### src/mbdio_pkg.sv
package mbdio_pkg;
    localparam int DATA_W = 8;
    localparam int REG_SEL_W = 4;
    localparam int LOW_ADDR_W = 5;
    localparam int UPPER_ADDR_W = 8;
    localparam int NUM_PORTS = 4;
    localparam int NUM_ADAPTERS = 2;
    localparam int CFG_CTRL_LINES = 6;
    localparam int STRAP_W = 12;
    localparam int SYNC_STAGES = 2;
    localparam logic [UPPER_ADDR_W-1:0] BASE_PAGE_RESET = 8'h00;
    localparam logic [DATA_W-1:0] DATA_IDLE_N = 8'hFF;

    typedef struct packed {
        logic read_write_n;
        logic phase2_n;
        logic reset_n;
        logic bank_addr_n;
        logic [UPPER_ADDR_W-1:0] upper_addr_n;
        logic [LOW_ADDR_W-1:0] low_addr_n;
    } mbdio_bus_ctl_t;

    typedef struct packed {
        logic [UPPER_ADDR_W-1:0] base_page_switches;
        logic bank_choice_switch;
        logic bank_enable_switch;
        logic [NUM_PORTS-1:0] port_dir_switches;
        logic [NUM_PORTS-1:0] prog_manual_switches;
        logic [STRAP_W-1:0] ctrl_dir_straps;
    } mbdio_cfg_t;

    typedef struct packed {
        logic read_write;
        logic phase2;
        logic reset_n;
        logic [REG_SEL_W-1:0] reg_sel;
        logic [NUM_ADAPTERS-1:0] chip_sel;
    } mbdio_adp_ctl_t;
endpackage : mbdio_pkg

### src/mbdio_bridge.sv
module mbdio_bridge
    import mbdio_pkg::*;
(
    // clock and reset
    input wire logic sys_clk_in,
    input wire logic rst_n_in,
    // backplane bus
    input wire mbdio_bus_ctl_t bus_ctl_in,
    input wire logic [DATA_W-1:0] bus_data_n_in,
    output logic [DATA_W-1:0] bus_data_n_out,
    output logic bus_data_oe_out,
    output logic bus_irq_n_out,
    output logic module_active_n_out,
    // board switches and straps
    input wire mbdio_cfg_t cfg_in,
    // adapter side
    output mbdio_adp_ctl_t adp_ctl_out,
    input wire logic [DATA_W-1:0] adp_data_in [NUM_ADAPTERS],
    output logic [DATA_W-1:0] adp_data_out,
    input wire logic [NUM_ADAPTERS-1:0] adp_irq_n_in,
    // adapter port data, index 2*adapter + (0 = A, 1 = B)
    input wire logic [DATA_W-1:0] adp_port_in [NUM_PORTS],
    output logic [DATA_W-1:0] adp_port_out [NUM_PORTS],
    input wire logic [DATA_W-1:0] ext_port_in [NUM_PORTS],
    output logic [DATA_W-1:0] ext_port_out [NUM_PORTS],
    output logic [NUM_PORTS-1:0] ext_port_oe_out,
    // control lines: first/second per port; adapter oe high = adapter drives
    input wire logic [NUM_PORTS-1:0] adp_ctrl_first_in,
    input wire logic [NUM_PORTS-1:0] adp_ctrl_second_in,
    input wire logic [NUM_PORTS-1:0] adp_ctrl_second_oe_in,
    output logic [NUM_PORTS-1:0] adp_ctrl_first_out,
    output logic [NUM_PORTS-1:0] adp_ctrl_second_out,
    input wire logic [NUM_PORTS-1:0] ext_ctrl_first_in,
    input wire logic [NUM_PORTS-1:0] ext_ctrl_second_in,
    output logic [NUM_PORTS-1:0] ext_ctrl_first_out,
    output logic [NUM_PORTS-1:0] ext_ctrl_second_out,
    output logic [NUM_PORTS-1:0] ext_ctrl_first_oe_out,
    output logic [NUM_PORTS-1:0] ext_ctrl_second_oe_out
);

    // every input pin except rst_n_in passes two flops; decode then adds one register stage
    mbdio_bus_ctl_t bus_s1_r, bus_s2_r;
    mbdio_cfg_t cfg_s1_r, cfg_s2_r;
    logic [DATA_W-1:0] bdat_s1_r, bdat_s2_r;
    logic [NUM_ADAPTERS-1:0] irq_s1_r, irq_s2_r;
    logic [DATA_W-1:0] adat_s1_r [NUM_ADAPTERS];
    logic [DATA_W-1:0] adat_s2_r [NUM_ADAPTERS];
    logic [DATA_W-1:0] aport_s1_r [NUM_PORTS];
    logic [DATA_W-1:0] aport_s2_r [NUM_PORTS];
    logic [DATA_W-1:0] eport_s1_r [NUM_PORTS];
    logic [DATA_W-1:0] eport_s2_r [NUM_PORTS];
    logic [NUM_PORTS-1:0] a1_s1_r, a1_s2_r, a2_s1_r, a2_s2_r, a2oe_s1_r, a2oe_s2_r;
    logic [NUM_PORTS-1:0] e1_s1_r, e1_s2_r, e2_s1_r, e2_s2_r;

    always_ff @(posedge sys_clk_in)
    begin
        bus_s1_r <= bus_ctl_in;
        bus_s2_r <= bus_s1_r;
        cfg_s1_r <= cfg_in;
        cfg_s2_r <= cfg_s1_r;
        bdat_s1_r <= bus_data_n_in;
        bdat_s2_r <= bdat_s1_r;
        irq_s1_r <= adp_irq_n_in;
        irq_s2_r <= irq_s1_r;
        adat_s1_r <= adp_data_in;
        adat_s2_r <= adat_s1_r;
        aport_s1_r <= adp_port_in;
        aport_s2_r <= aport_s1_r;
        eport_s1_r <= ext_port_in;
        eport_s2_r <= eport_s1_r;
        a1_s1_r <= adp_ctrl_first_in;
        a1_s2_r <= a1_s1_r;
        a2_s1_r <= adp_ctrl_second_in;
        a2_s2_r <= a2_s1_r;
        a2oe_s1_r <= adp_ctrl_second_oe_in;
        a2oe_s2_r <= a2oe_s1_r;
        e1_s1_r <= ext_ctrl_first_in;
        e1_s2_r <= e1_s1_r;
        e2_s1_r <= ext_ctrl_second_in;
        e2_s2_r <= e2_s1_r;
    end

    // bank qualification: bank_addr_n high = lower bank
    function automatic logic bank_ok(input logic en, input logic choice, input logic bank_n);
        bank_ok = !en || (choice ? !bank_n : bank_n);
    endfunction : bank_ok

    logic bank_match;
    logic page_match;
    logic addr_valid;
    logic [LOW_ADDR_W-1:0] low_addr;
    assign bank_match = bank_ok(cfg_s2_r.bank_enable_switch, cfg_s2_r.bank_choice_switch,
                                bus_s2_r.bank_addr_n);
    // switch closed = 1; bus lines are active low, so compare the inverted page
    assign page_match = (~bus_s2_r.upper_addr_n == cfg_s2_r.base_page_switches);
    // bits five to seven are not looked at, so the 32 registers mirror in the page
    assign addr_valid = bank_match && page_match;
    assign low_addr = ~bus_s2_r.low_addr_n;

    logic [DATA_W-1:0] bus_data_n_r;
    logic bus_data_oe_r;
    logic module_active_n_r;
    logic bus_irq_n_r;
    mbdio_adp_ctl_t adp_ctl_r;
    logic [DATA_W-1:0] adp_data_r;

    // bus side transfer; reads drive the bus, writes feed the adapters
    always_ff @(posedge sys_clk_in)
    begin
        if (!rst_n_in)
        begin
            bus_data_n_r <= DATA_IDLE_N;
            bus_data_oe_r <= 1'b0;
            module_active_n_r <= 1'b1;
            adp_data_r <= '0;
        end
        else
        begin
            bus_data_oe_r <= addr_valid && !bus_s2_r.read_write_n;
            module_active_n_r <= !addr_valid;
            bus_data_n_r <= ~adat_s2_r[low_addr[LOW_ADDR_W-1]];
            if (addr_valid && bus_s2_r.read_write_n)
                adp_data_r <= ~bdat_s2_r;
        end
    end

    // control buffers and chip select
    always_ff @(posedge sys_clk_in)
    begin
        if (!rst_n_in)
        begin
            adp_ctl_r <= '0;
            bus_irq_n_r <= 1'b1;
        end
        else
        begin
            adp_ctl_r.read_write <= bus_s2_r.read_write_n;
            adp_ctl_r.phase2 <= !bus_s2_r.phase2_n;
            adp_ctl_r.reset_n <= bus_s2_r.reset_n;
            adp_ctl_r.reg_sel <= low_addr[REG_SEL_W-1:0];
            adp_ctl_r.chip_sel[0] <= addr_valid && !low_addr[LOW_ADDR_W-1];
            adp_ctl_r.chip_sel[1] <= addr_valid && low_addr[LOW_ADDR_W-1];
            bus_irq_n_r <= &irq_s2_r;
        end
    end

    // strap pair per line: 2'b01 input, 2'b10 output, 2'b11 bypass; 2'b00 is miswired
    // and is treated as input, the safest drive state
    function automatic logic [1:0] strap_pair(input logic [STRAP_W-1:0] s, input int idx);
        strap_pair = {s[2*idx+1], s[2*idx]};
    endfunction : strap_pair

    logic [NUM_PORTS-1:0] port_tx;
    logic [NUM_PORTS-1:0] first_out_dir, second_out_dir, second_bypass;

    // line index: per adapter k, 3k = A second, 3k+1 = B first, 3k+2 = B second
    genvar g;
    generate
        for (g = 0; g < NUM_PORTS; g++)
        begin : g_port
            localparam int ADP = g / 2;
            // manual switch closed (1) = manual mode; second line high = transmit
            assign port_tx[g] = cfg_s2_r.prog_manual_switches[g] ? cfg_s2_r.port_dir_switches[g]
                                                                 : a2_s2_r[g];
            if (g % 2 == 0)
            begin : g_port_a
                // first A-side line has no output mode and stays input
                assign first_out_dir[g] = 1'b0;
                assign second_out_dir[g] = strap_pair(cfg_s2_r.ctrl_dir_straps, 3*ADP) == 2'b10;
                assign second_bypass[g] = strap_pair(cfg_s2_r.ctrl_dir_straps, 3*ADP) == 2'b11;
            end
            else
            begin : g_port_b
                assign first_out_dir[g] = strap_pair(cfg_s2_r.ctrl_dir_straps, 3*ADP+1) == 2'b10;
                // bypass on the first line has no adapter drive enable to follow, so it stays input
                assign second_out_dir[g] = strap_pair(cfg_s2_r.ctrl_dir_straps, 3*ADP+2) == 2'b10;
                assign second_bypass[g] = strap_pair(cfg_s2_r.ctrl_dir_straps, 3*ADP+2) == 2'b11;
            end
        end
    endgenerate

    logic [DATA_W-1:0] adp_port_r [NUM_PORTS];
    logic [DATA_W-1:0] ext_port_r [NUM_PORTS];
    logic [NUM_PORTS-1:0] ext_port_oe_r;

    // the whole byte turns at once, so mixed-direction ports are not possible
    always_ff @(posedge sys_clk_in)
    begin
        if (!rst_n_in)
        begin
            ext_port_oe_r <= '0;
            for (int i = 0; i < NUM_PORTS; i++)
            begin
                adp_port_r[i] <= '0;
                ext_port_r[i] <= '0;
            end
        end
        else
        begin
            ext_port_oe_r <= port_tx;
            for (int i = 0; i < NUM_PORTS; i++)
            begin
                ext_port_r[i] <= aport_s2_r[i];
                adp_port_r[i] <= eport_s2_r[i];
            end
        end
    end

    logic [NUM_PORTS-1:0] adp_c1_r, adp_c2_r, ext_c1_r, ext_c2_r, ext_c1_oe_r, ext_c2_oe_r;

    // second-line bypass follows the adapter's own drive enable, as a direct wire would
    always_ff @(posedge sys_clk_in)
    begin
        if (!rst_n_in)
        begin
            adp_c1_r <= '0;
            adp_c2_r <= '0;
            ext_c1_r <= '0;
            ext_c2_r <= '0;
            ext_c1_oe_r <= '0;
            ext_c2_oe_r <= '0;
        end
        else
        begin
            adp_c1_r <= e1_s2_r;
            adp_c2_r <= e2_s2_r;
            ext_c1_r <= a1_s2_r;
            ext_c2_r <= a2_s2_r;
            ext_c1_oe_r <= first_out_dir;
            ext_c2_oe_r <= second_out_dir | (second_bypass & a2oe_s2_r);
        end
    end

    assign bus_data_n_out = bus_data_n_r;
    assign bus_data_oe_out = bus_data_oe_r;
    assign module_active_n_out = module_active_n_r;
    assign bus_irq_n_out = bus_irq_n_r;
    assign adp_ctl_out = adp_ctl_r;
    assign adp_data_out = adp_data_r;
    assign adp_port_out = adp_port_r;
    assign ext_port_out = ext_port_r;
    assign ext_port_oe_out = ext_port_oe_r;
    assign adp_ctrl_first_out = adp_c1_r;
    assign adp_ctrl_second_out = adp_c2_r;
    assign ext_ctrl_first_out = ext_c1_r;
    assign ext_ctrl_second_out = ext_c2_r;
    assign ext_ctrl_first_oe_out = ext_c1_oe_r;
    assign ext_ctrl_second_oe_out = ext_c2_oe_r;

    bus_active_a: assert property (@(posedge sys_clk_in) disable iff (!rst_n_in)
        addr_valid |=> !module_active_n_out)
        else $error("active output not low after valid address");
    one_select_a: assert property (@(posedge sys_clk_in) disable iff (!rst_n_in)
        !(adp_ctl_out.chip_sel[0] && adp_ctl_out.chip_sel[1]))
        else $error("both chip selects asserted");
    sel_valid_a: assert property (@(posedge sys_clk_in) disable iff (!rst_n_in)
        $past(!addr_valid) |-> (adp_ctl_out.chip_sel == '0 && !bus_data_oe_out))
        else $error("select or drive without valid address");
    read_drive_a: assert property (@(posedge sys_clk_in) disable iff (!rst_n_in)
        (addr_valid && !bus_s2_r.read_write_n) |=> bus_data_oe_out && !module_active_n_out)
        else $error("read did not drive bus");
    write_data_a: assert property (@(posedge sys_clk_in) disable iff (!rst_n_in)
        (addr_valid && bus_s2_r.read_write_n) |=> adp_data_out == ~$past(bdat_s2_r))
        else $error("write data not inverted into adapter");
    irq_merge_a: assert property (@(posedge sys_clk_in) disable iff (!rst_n_in)
        (irq_s2_r != '1) |=> !bus_irq_n_out)
        else $error("adapter interrupt not forwarded");
    bank_lower_a: assert property (@(posedge sys_clk_in) disable iff (!rst_n_in)
        (cfg_s2_r.bank_enable_switch && !cfg_s2_r.bank_choice_switch && !bus_s2_r.bank_addr_n)
        |=> module_active_n_out)
        else $error("lower-bank module answered upper bank");
    manual_dir_a: assert property (@(posedge sys_clk_in) disable iff (!rst_n_in)
        cfg_s2_r.prog_manual_switches[0] |=> ext_port_oe_out[0] == $past(cfg_s2_r.port_dir_switches[0]))
        else $error("manual direction not followed");
    prog_dir_a: assert property (@(posedge sys_clk_in) disable iff (!rst_n_in)
        !cfg_s2_r.prog_manual_switches[1] |=> ext_port_oe_out[1] == $past(a2_s2_r[1]))
        else $error("programmed direction not followed");
    reg_select_a: assert property (@(posedge sys_clk_in) disable iff (!rst_n_in)
        1'b1 |=> adp_ctl_out.reg_sel == ~$past(bus_s2_r.low_addr_n[REG_SEL_W-1:0]))
        else $error("register select not inverted from address");
endmodule : mbdio_bridge

### config.mk
export PLATFORM = sky130hd
export DESIGN_NAME = mbdio_bridge
export DESIGN_NICKNAME = d
export VERILOG_FILES = /design/src/mbdio_pkg.sv /design/src/mbdio_bridge.sv
export SDC_FILE = /design/constraint.sdc
export NUM_CORES = 1
export LEC_CHECK = 0
export BUFFER_PORTS_ARGS = -buffer_cell sky130_fd_sc_hd__buf_2
export CORE_MARGIN = 5
export CORE_UTILIZATION = 35
export CTS_BUF_LIST = sky130_fd_sc_hd__clkbuf_2
export DETAILED_ROUTE_END_ITERATION = 8
export SLEW_MARGIN = 20
export SYNTH_ARGS = -nofsm -noshare
export SYNTH_HDL_FRONTEND = slang
export SYNTH_SLANG_ARGS = --single-unit
### constraint.sdc
create_clock -name sys_clk_in -period 1.5 [get_ports sys_clk_in]
set_input_delay 0.15 -clock sys_clk_in [delete_from_list [all_inputs] [get_ports sys_clk_in]]
set_output_delay 0.15 -clock sys_clk_in [all_outputs]
set_load 0.01 [all_outputs]
==> flow_summary.toml, run 1 <==
[run_status]
status = "did not finish"
failed_stage = "clock tree synthesis (4_1_cts)"
stop_error = "[ERROR RSZ-0060] Max buffer count reached."

[placement]
placedCellCount = 1262
globalplace.congestion = 0.708
io_buffer_count = 276
post-dp-hpwl_mm = 12.3

[clock_tree]
cts_buffers = 100
cts_sinks = 432
postCtsResizedCells = 120
cts_root_buf = "clkbuf_2"
clockBufferDepth = 3
htree_num_levels = 3
cts_setup_buffers = 0
postCtsHoldBufs = 288

[logic_synthesis]
synth_top_area_cell = "dfxtp_1"
synth-edff-count = 0
synth_cell_types = 19
ys.flop_type = "dfxtp_1"
syn-cell-area_um2 = 9840
yosys.area.top_type_share = 0.879
synth_seq_cells = 432
synth_area_leaders = "dfxtp_1 (88%), and2_1 (5.2%), mux2i_1 (1.2%)"
yosysSeqAreaShare = 0.879
synth-async-reset-ratio = 0
synthCells = 618
yosys_warnings = 0
synth_area_per_cell_um2 = 15.9

[die]
start_util = 0.354
die-width_um = 178
pin_count = 279
die_h_um = 178
row_count = 61
-- synthesized netlist by cell type (all sizes together) (2+ instances only) --
master	n
mux2	8
xnor2	9
clkbuf	14
and3b	2
mux2i	12
nand4	2
dfxtp	432
a21oi	4
and2	82
nor2	4
nor2b	9
nand2	22
buf	2
inv	5
nand2b	8
-- cells by family after synthesis --
logic type,Yosys count,synth area share
AO/OA/AOI/OAI,5,0.00330
XOR/XNOR,9,0.00801
buffers and inverters,21,0.00877
flip-flops,432,0.879
multiplexers,20,0.0214
other,1,0.000381
AND/OR/NAND/NOR,130,0.0796
-- per-stage QoR --
| stage | setup WS [ns] | cell area, um^2 |
|---|---|---|
| floorplan | 0.224 | 9850 |
| global placement | 0.0798 | 11700 |
| detailed placement | 0.0601 | 11700 |
==> run 2: changes to the inputs <==
--- a/config.mk
+++ b/config.mk
@@ -7,9 +7,9 @@
 export LEC_CHECK = 0
 export BUFFER_PORTS_ARGS = -buffer_cell sky130_fd_sc_hd__buf_2
 export CORE_MARGIN = 5
-export CORE_UTILIZATION = 35
-export CTS_BUF_LIST = sky130_fd_sc_hd__clkbuf_2
+export CORE_UTILIZATION = 20
 export DETAILED_ROUTE_END_ITERATION = 8
+export PLACE_DENSITY_LB_ADDON = 0.15
 export SLEW_MARGIN = 20
 export SYNTH_ARGS = -nofsm -noshare
 export SYNTH_HDL_FRONTEND = slang
==> flow_summary.toml, run 2 <==
[logic_synthesis]
yosys_warnings = 0
yosys.area.top_type_share = 0.879
synth-async-reset-ratio = 0
synth_top_area_cell = "dfxtp_1"
syn-cell-area_um2 = 9840
ys.flop_type = "dfxtp_1"
synth_area_leaders = "dfxtp_1 (88%), and2_1 (5.2%), mux2i_1 (1.2%)"
synthCells = 618
synth_commonest_cells = "dfxtp_1 (432), and2_1 (82), nand2_1 (22)"
synth_area_per_cell_um2 = 15.9
synth_seq_cells = 432
yosysSeqAreaShare = 0.879
synth-edff-count = 0
synth.most_common_cell = "dfxtp_1"
synth_cell_types = 19

[sta]
slew_violations = 0
hold_viol = 0
period_needed_ns = 1.36
min_period_over_period = 0.909
fmax_mhz = 733
rsz0062_at_grt = "no"
finalClockSkew_ns = 0.0207
fin_tns_setup_ns = 0
hold_ws_ns = 0.217
setup_viol = 0

[setup_path]
worstPathArrival_ns = 1.82
crit_path_max_incr_delay_ns = 0.31
crit_type = "reg -> reg"
startpoint_type = "register"
crit_buf_inv = 2
critPathMaxFanout = 8
endpoint_kind = "register"
cpMaxStageDelayCell = "dfxtp_1"
cp-startpoint = "cfg_s2_r[24]"
crit_chain = "xnor2_1 > nor4_4 > buf_4 > nand4_4 > buf_12 > mux2i_1"
crit_required_ns = 1.95
crit_family = "simple AND/OR/NAND/NOR gates"
worstReg2RegStart = "cfg_s2_r[24]"

[die]
row_count = 81
die_h_um = 232
pin_count = 279
dieArea_um2 = 53800
die-width_um = 232
core_um2 = 48800
start_util = 0.202

[detailed_routing]
drt-total-wl_mm = 21.7
via_per_inst = 3.16
drc = 0
wire_per_inst_um = 12.1
dr.pass1.iters = 4
vias = 5663
ant_nets = 0
initialDrtViolationCount = 133

[clock_tree]
postCtsResizedCells = 0
cts_root_buf = "clkbuf_16"
cts_tree = "done"
clockBufferDepth = 3
htree_num_levels = 2
cts_sinks = 432
clk_pin_slew_ns = 0.06
cts_buffers = 46
clkLatencyLatePin_ns = 0.56

[power]
power.leakage_nw = 6.76
power.density_nw_per_um2 = 1590
vdd_drop_max_mv = 0.763

[placement]
globalplace.congestion = 0.655
post-dp-hpwl_mm = 14.3
io_buffer_count = 276

[final_layout]
n_fill_cell = 5056
final_common_cell = "dfxtp_1"
final_cell_mix = "dfxtp_1 (432), buf_2 (275), dlygate4sd3_1 (158)"
drive_gt1_frac = 0.327
utilization = 0.310
syn2layout_area_growth_pct = 53.7
nets = 1250

[global_routing]
grt_overflow = 0
grt_max_degree = 52
grt_antenna_before_repair = 3
gr-usage-all-layers = 0.0800
grt_pass1_wl_mm = 33.3
grt_pass1_vias = 6033

[run]
maxCapViolations = 0

[run_status]
status = "finished clean"

[min_path]
hold_class = "in -> reg"
min_from = "ext_port_in[24]"
[run 2: cell counts after synthesis]
No cell type changed its count.
[run 2: where the power goes]
part           internal [mW]  total (mW)  leakage (nW)  switching, mW
logic                  0.647        1.05          2.41          0.403
clock network           6.30        10.7         0.719           4.44
registers               12.1        12.2          3.63          0.136
[run 2: area by class of cell]
class                      count  area (um^2)  share of cell area
tap                          664          831              0.0549
inverter                       5         18.8             0.00124
clock inverter                19          139             0.00918
antenna                        2         5.00            0.000331
timing repair buffer         440         3060               0.202
multi-input combinational    166         1110              0.0735
clock buffer                  62         1310              0.0868
sequential                   432         8650               0.572
[run 2: cells by family (layout without fill, tap and decap cells)]
group	Yosys count	count (layout)	share of synthesized area
xor+xnor	9	9	0.00801
mux	20	20	0.0214
simple gates	130	130	0.0796
buf+inv	21	526	0.00877
other cells	1	4	0.000381
compound gates	5	5	0.00330
flops	432	432	0.879
[run 2: what timing repair did]
action                     4_1_cts  5_1_grt
hold endpoints to repair       163        0
pin swaps                        1        1
setup endpoints to repair        8        2
hold buffers                   158        0
buffers inserted                 1        1
[run 2: worst register-to-register path, delay by kind of cell (launching register included)]
family	cells	cell delay, ns
xor gates and xnor gates	1	0.15
buffers and inverters	2	0.34
DFF	1	0.31
muxes	1	0.12
and+or+nand+nor	2	0.35
[run 2: metal layers]
| layer | vias up | wire (um) | GRT usage |
|---|---|---|---|
| met2 | 225 | 8750 | 0.116 |
| met3 | 53 | 2610 | 0.0438 |
| met4 | 2 | 739 | 0.0356 |
| met1 | 2522 | 9620 | 0.0974 |
| li1 | 2861 | - | - |
| met5 | - | 7 | 0 |
[run 2: worst paths after layout]
kind                          end  slack, ns  cells past startpoint
setup / recovery  adp_data_out[3]       0.14                      6
hold reg to reg      bus_s2_r[13]       0.31                      0
hold / removal     eport_s1_r[24]       0.22                      2
setup reg to reg  adp_data_out[3]       0.14                      6
[run 2: metrics by stage]
step | std cells | total power, mW | cell area [um^2] | setup WS, ns
floorplan | 619 | 12.7 | 9850 | 0.224
global route | 1788 | 25.2 | 15100 | 0.0685
finish | 1790 | 24.0 | 15100 | 0.136
global placement | 1547 | 13.2 | 12100 | -0.0636
detailed placement | 1547 | 13.2 | 12100 | -0.0677
CTS | 1787 | 24.6 | 15100 | 0.0296
(Power assumes the default switching activity.)
==> run 3: changes to the inputs <==
--- a/config.mk
+++ b/config.mk
@@ -10,6 +10,7 @@
 export CORE_UTILIZATION = 20
 export DETAILED_ROUTE_END_ITERATION = 8
 export PLACE_DENSITY_LB_ADDON = 0.15
+export RECOVER_POWER = 50
 export SLEW_MARGIN = 20
 export SYNTH_ARGS = -nofsm -noshare
 export SYNTH_HDL_FRONTEND = slang
==> flow_summary.toml, run 3 (synthesized netlist as in run 2, its figures left out) <==
[setup_path]
ff2ff_path_depth = 6
crit_type = "reg -> reg"
worstReg2RegStart = "cfg_s2_r[24]"
reg2reg_to = "adp_data_out[3]"
critPathMaxFanout = 8
cpMaxStageDelayCell = "dfxtp_1"
crit_chain = "xnor2_1 > nor4_4 > buf_4 > nand4_4 > buf_12 > mux2i_1"
crit_required_ns = 1.95
cp-startpoint = "cfg_s2_r[24]"
endpoint_kind = "register"
worstPathArrival_ns = 1.82
crit_path_max_incr_delay_ns = 0.31
regToRegSetupSlack_ns = 0.14
crit_buf_inv = 2
crit_family = "simple AND/OR/NAND/NOR gates"
startpoint_type = "register"

[detailed_routing]
vias = 5663
dr.pass1.iters = 4
wire_per_inst_um = 12.1
drt-total-wl_mm = 21.7
drc = 0
ant_nets = 0
initialDrtViolationCount = 130
via_per_inst = 3.16

[die]
pin_count = 279
core_um2 = 48800
die_h_um = 232
row_count = 81
start_util = 0.202
die-width_um = 232
dieArea_um2 = 53800

[min_path]
min_from = "ext_port_in[24]"
hold_path_end = "eport_s1_r[24]"
hold_class = "in -> reg"
holdPathStages = 2

[final_layout]
nets = 1250
n_fill_cell = 5060
drive_gt1_frac = 0.322
final_common_cell = "dfxtp_1"
utilization = 0.310
final_cell_mix = "dfxtp_1 (432), buf_2 (270), dlygate4sd3_1 (158)"
syn2layout_area_growth_pct = 53.6

[global_routing]
gr-usage-all-layers = 0.0800
grt_antenna_before_repair = 3
grt_max_degree = 52
grt_pass1_wl_mm = 33.3
grt_overflow = 0
grt_pass1_vias = 6033

[clock_tree]
htree_num_levels = 2
cts_tree = "done"
clk_pin_slew_ns = 0.06
cts_root_buf = "clkbuf_16"
clockBufferDepth = 3
cts_buffers = 46
clkLatencyLatePin_ns = 0.56
cts_sinks = 432

[sta]
finalClockSkew_ns = 0.0208
rsz0062_at_grt = "no"
hold_viol = 0
setup_viol = 0
fin_tns_setup_ns = 0
period_needed_ns = 1.36
hold_ws_ns = 0.217
min_period_over_period = 0.909
slew_violations = 0
fmax_mhz = 733

[placement]
io_buffer_count = 276
globalplace.congestion = 0.655
post-dp-hpwl_mm = 14.3

[run_status]
status = "finished clean"

[run]
maxCapViolations = 0

[power]
power.density_nw_per_um2 = 1590
p_clk_frac = 0.447
p_seq_frac = 0.509
vdd_drop_max_mv = 0.763
p_switching_mw = 4.98
intPower_mw = 19.0
power_frac_comb = 0.044
swShare = 0.207
power.leakage_nw = 6.74
## run 3: cell types whose count changed in the layout (fill, tap and decap cells not counted)
cell / change
buf_2: -5
clkbuf_1: +5
## run 3: per-stage QoR
stage | instances | worst slack (ns) | power (mW) | cell area [um^2]
after floorplan | 619 | 0.224 | 12.7 | 9850
after global placement | 1547 | -0.0636 | 13.2 | 12100
after detailed placement | 1547 | -0.0677 | 13.2 | 12100
after CTS | 1787 | 0.0296 | 24.6 | 15100
after global routing | 1788 | 0.0685 | 25.2 | 15100
final | 1790 | 0.136 | 24.0 | 15100
## run 3: how the worst max path moves through the flow
stage                                  to  slack (ns)  depth (start not counted)
after global placement    adp_data_out[3]       -0.06                          4
final                     adp_data_out[3]        0.14                          6
after floorplan           adp_data_out[0]        0.22                          4
after CTS                 adp_data_out[7]        0.03                          5
after global routing      adp_data_out[7]        0.07                          6
after detailed placement  adp_data_out[3]       -0.07                          4
## run 3: area by class of cell
type                            instances  area, um^2  share of cell area
Sequential cell                       432        8650               0.572
Timing Repair Buffer                  440        3050               0.202
Clock buffer                           62        1310              0.0868
Multi-Input combinational cell        166        1110              0.0736
Tap cell                              664         831              0.0549
Clock inverter                         19         139             0.00918
Inverter                                5        18.8             0.00124
Antenna cell                            2        5.00            0.000331
## run 3: metal layers
| metal | wire, um | global-route usage | share of wire |
|---|---|---|---|
| met1 | 9620 | 0.0974 | 0.44 |
| met2 | 8750 | 0.116 | 0.40 |
| met3 | 2610 | 0.0438 | 0.12 |
| met4 | 739 | 0.0356 | 0.034 |
| met5 | 7 | 0 | 0.00032 |
## run 3: timing repair
| action | 4_1_cts | 5_1_grt |
|---|---|---|
| hold buffers | 158 | 0 |
| endpoints found under the hold margin | 163 | 0 |
| setup buffers | 1 | 1 |
| endpoints found under the setup margin | 8 | 2 |
| gates resized for setup | 0 | 0 |
| pin swaps | 1 | 1 |
| gates cloned | 0 | 0 |
## run 3: power by group through the flow
stage	combinational (mW)	sequential (mW)	clock [mW]
floorplan	0.204	12.5	0
CTS	1.08	12.2	11.3
global route	1.16	12.3	11.7
global placement	0.733	12.5	0
detailed placement	0.733	12.5	0
finish	1.05	12.2	10.7
==> run 4: changes to the inputs <==
--- a/config.mk
+++ b/config.mk
@@ -5,7 +5,7 @@
 export SDC_FILE = /design/constraint.sdc
 export NUM_CORES = 1
 export LEC_CHECK = 0
-export BUFFER_PORTS_ARGS = -buffer_cell sky130_fd_sc_hd__buf_2
+export BUFFER_PORTS_ARGS = -buffer_cell sky130_fd_sc_hd__buf_4
 export CORE_MARGIN = 5
 export CORE_UTILIZATION = 20
 export DETAILED_ROUTE_END_ITERATION = 8
==> flow_summary.toml, run 4 (synthesized netlist as in run 2, its figures left out) <==
[detailed_routing]
drc = 0
wl_met1_mm = 9.35
highest_layer = "met5"
drt-total-wl_mm = 22.0
vias = 5745
via_per_inst = 3.20
initialDrtViolationCount = 119
wl_met3_mm = 2.93
wl_met2_mm = 8.89
wire_per_inst_um = 12.2
ant_nets = 0
dr.pass1.iters = 4

[setup_path]
endpoint_kind = "register"
cpMaxStageDelayCell = "a211oi_2"
critPathMaxFanout = 8
crit_chain = "xnor2_1 > a211oi_2 > nand4_4 > buf_12 > mux2i_1"
crit_required_ns = 1.95
crit_type = "reg -> reg"
startpoint_type = "register"
crit_path_max_incr_delay_ns = 0.39
crit_family = "compound AO/OA/AOI/OAI gates"
crit_buf_inv = 1
worstPathArrival_ns = 1.83

[clock_tree]
cts_buffers = 47
cts_sinks = 432
clk_pin_slew_ns = 0.06
clkLatencyLatePin_ns = 0.56
htree_num_levels = 2
postCtsResizedCells = 0
cts_root_buf = "clkbuf_16"
cts_tree = "done"
clockBufferDepth = 3

[sta]
min_period_over_period = 0.918
setup_viol = 0
period_needed_ns = 1.38
rsz0062_at_grt = "no"
fmax_mhz = 726
slew_violations = 0
finalClockSkew_ns = 0.0126
fin_tns_setup_ns = 0
hold_viol = 0

[placement]
io_buffer_count = 276
post-dp-hpwl_mm = 14.5
placedCellCount = 1547
globalplace.congestion = 0.657
placed_area_um2 = 12700

[die]
start_util = 0.202
die_h_um = 232
pin_count = 279
dieArea_um2 = 53800
core_um2 = 48800
die-width_um = 232
row_count = 81

[run_status]
status = "finished clean"

[global_routing]
grt_pass1_wl_mm = 33.9
gr-usage-all-layers = 0.0815
grt_overflow = 0
grt_antenna_before_repair = 4
grt_pass1_vias = 6046
grt_max_degree = 51

[final_layout]
final_common_cell = "dfxtp_1"
syn2layout_area_growth_pct = 62.3
nets = 1251
drive_gt1_frac = 0.324
fin_area_um2 = 16000
final_cell_mix = "dfxtp_1 (432), dlygate4sd3_1 (158), clkbuf_4 (157)"
fin_cells = 1795

[min_path]
hold_class = "in -> reg"

[power]
vdd_drop_max_mv = 0.800
power.leakage_nw = 6.98
power.density_nw_per_um2 = 1570

[run]
maxCapViolations = 0
[run 4: cell count changes in the layout (fill, tap and decap cells not counted)]
cell	previous run	this run
buf_4	3	121
clkbuf_16	47	49
diode_2	2	3
bufinv_16	1	3
clkinv_2	12	2
clkinv_4	2	3
clkinvlp_4	3	1
clkbuf_4	0	157
buf_2	270	0
clkbuf_8	8	15
inv_6	1	0
[run 4: cell type report]
type	instances	area [um^2]
flip-flops and latches	432	8650
fillers	4910	32900
inverters	5	18.8
well taps	664	831
repair buffers	440	3750
diodes	3	7.51
clock buffers	76	1480
clock inverters	9	134
multi-input cells	166	1110
[run 4: per-layer routing]
layer,vias to the layer above,GRT usage
met4,2,0.0384
met3,58,0.0483
met2,234,0.116
met5,-,0
met1,2575,0.0982
li1,2876,-
[run 4: stage by stage]
step	hold slack (ns)	total power, mW	util	worst slack, ns
after floorplan	0.178	12.7	-	0.224
after global placement	0.255	13.4	0.261	-0.0609
after detailed placement	0.256	13.4	0.261	-0.0570
after CTS	0.175	25.8	0.327	0.0304
after global routing	0.216	26.4	0.327	0.0291
final	0.250	25.2	0.327	0.123
[run 4: repair_timing]
item / in CTS / in global routing
setup buffers: 1 / 1
pin swaps: 1 / 1
hold buffers: 158 / 0
setup endpoints to repair: 8 / 1
hold endpoints to repair: 163 / 0
[run 4: path summary, 6_finish.rpt]
kind,end,slack (ns),from,depth (start not counted)
setup / recovery,adp_data_out[6],0.12,bus_s2_r[13],5
hold / removal,aport_s1_r[3],0.25,adp_port_in[3],2
setup reg to reg,adp_data_out[6],0.12,bus_s2_r[13],5
hold reg to reg,aport_s2_r[24],0.32,aport_s1_r[24],0
[run 4: power by group]
group	switching, mW	leakage, nW	total, mW	internal, mW
Combinational	0.413	2.56	1.23	0.819
Sequential	0.140	3.63	12.2	12.1
Clock	4.48	0.789	11.7	7.23
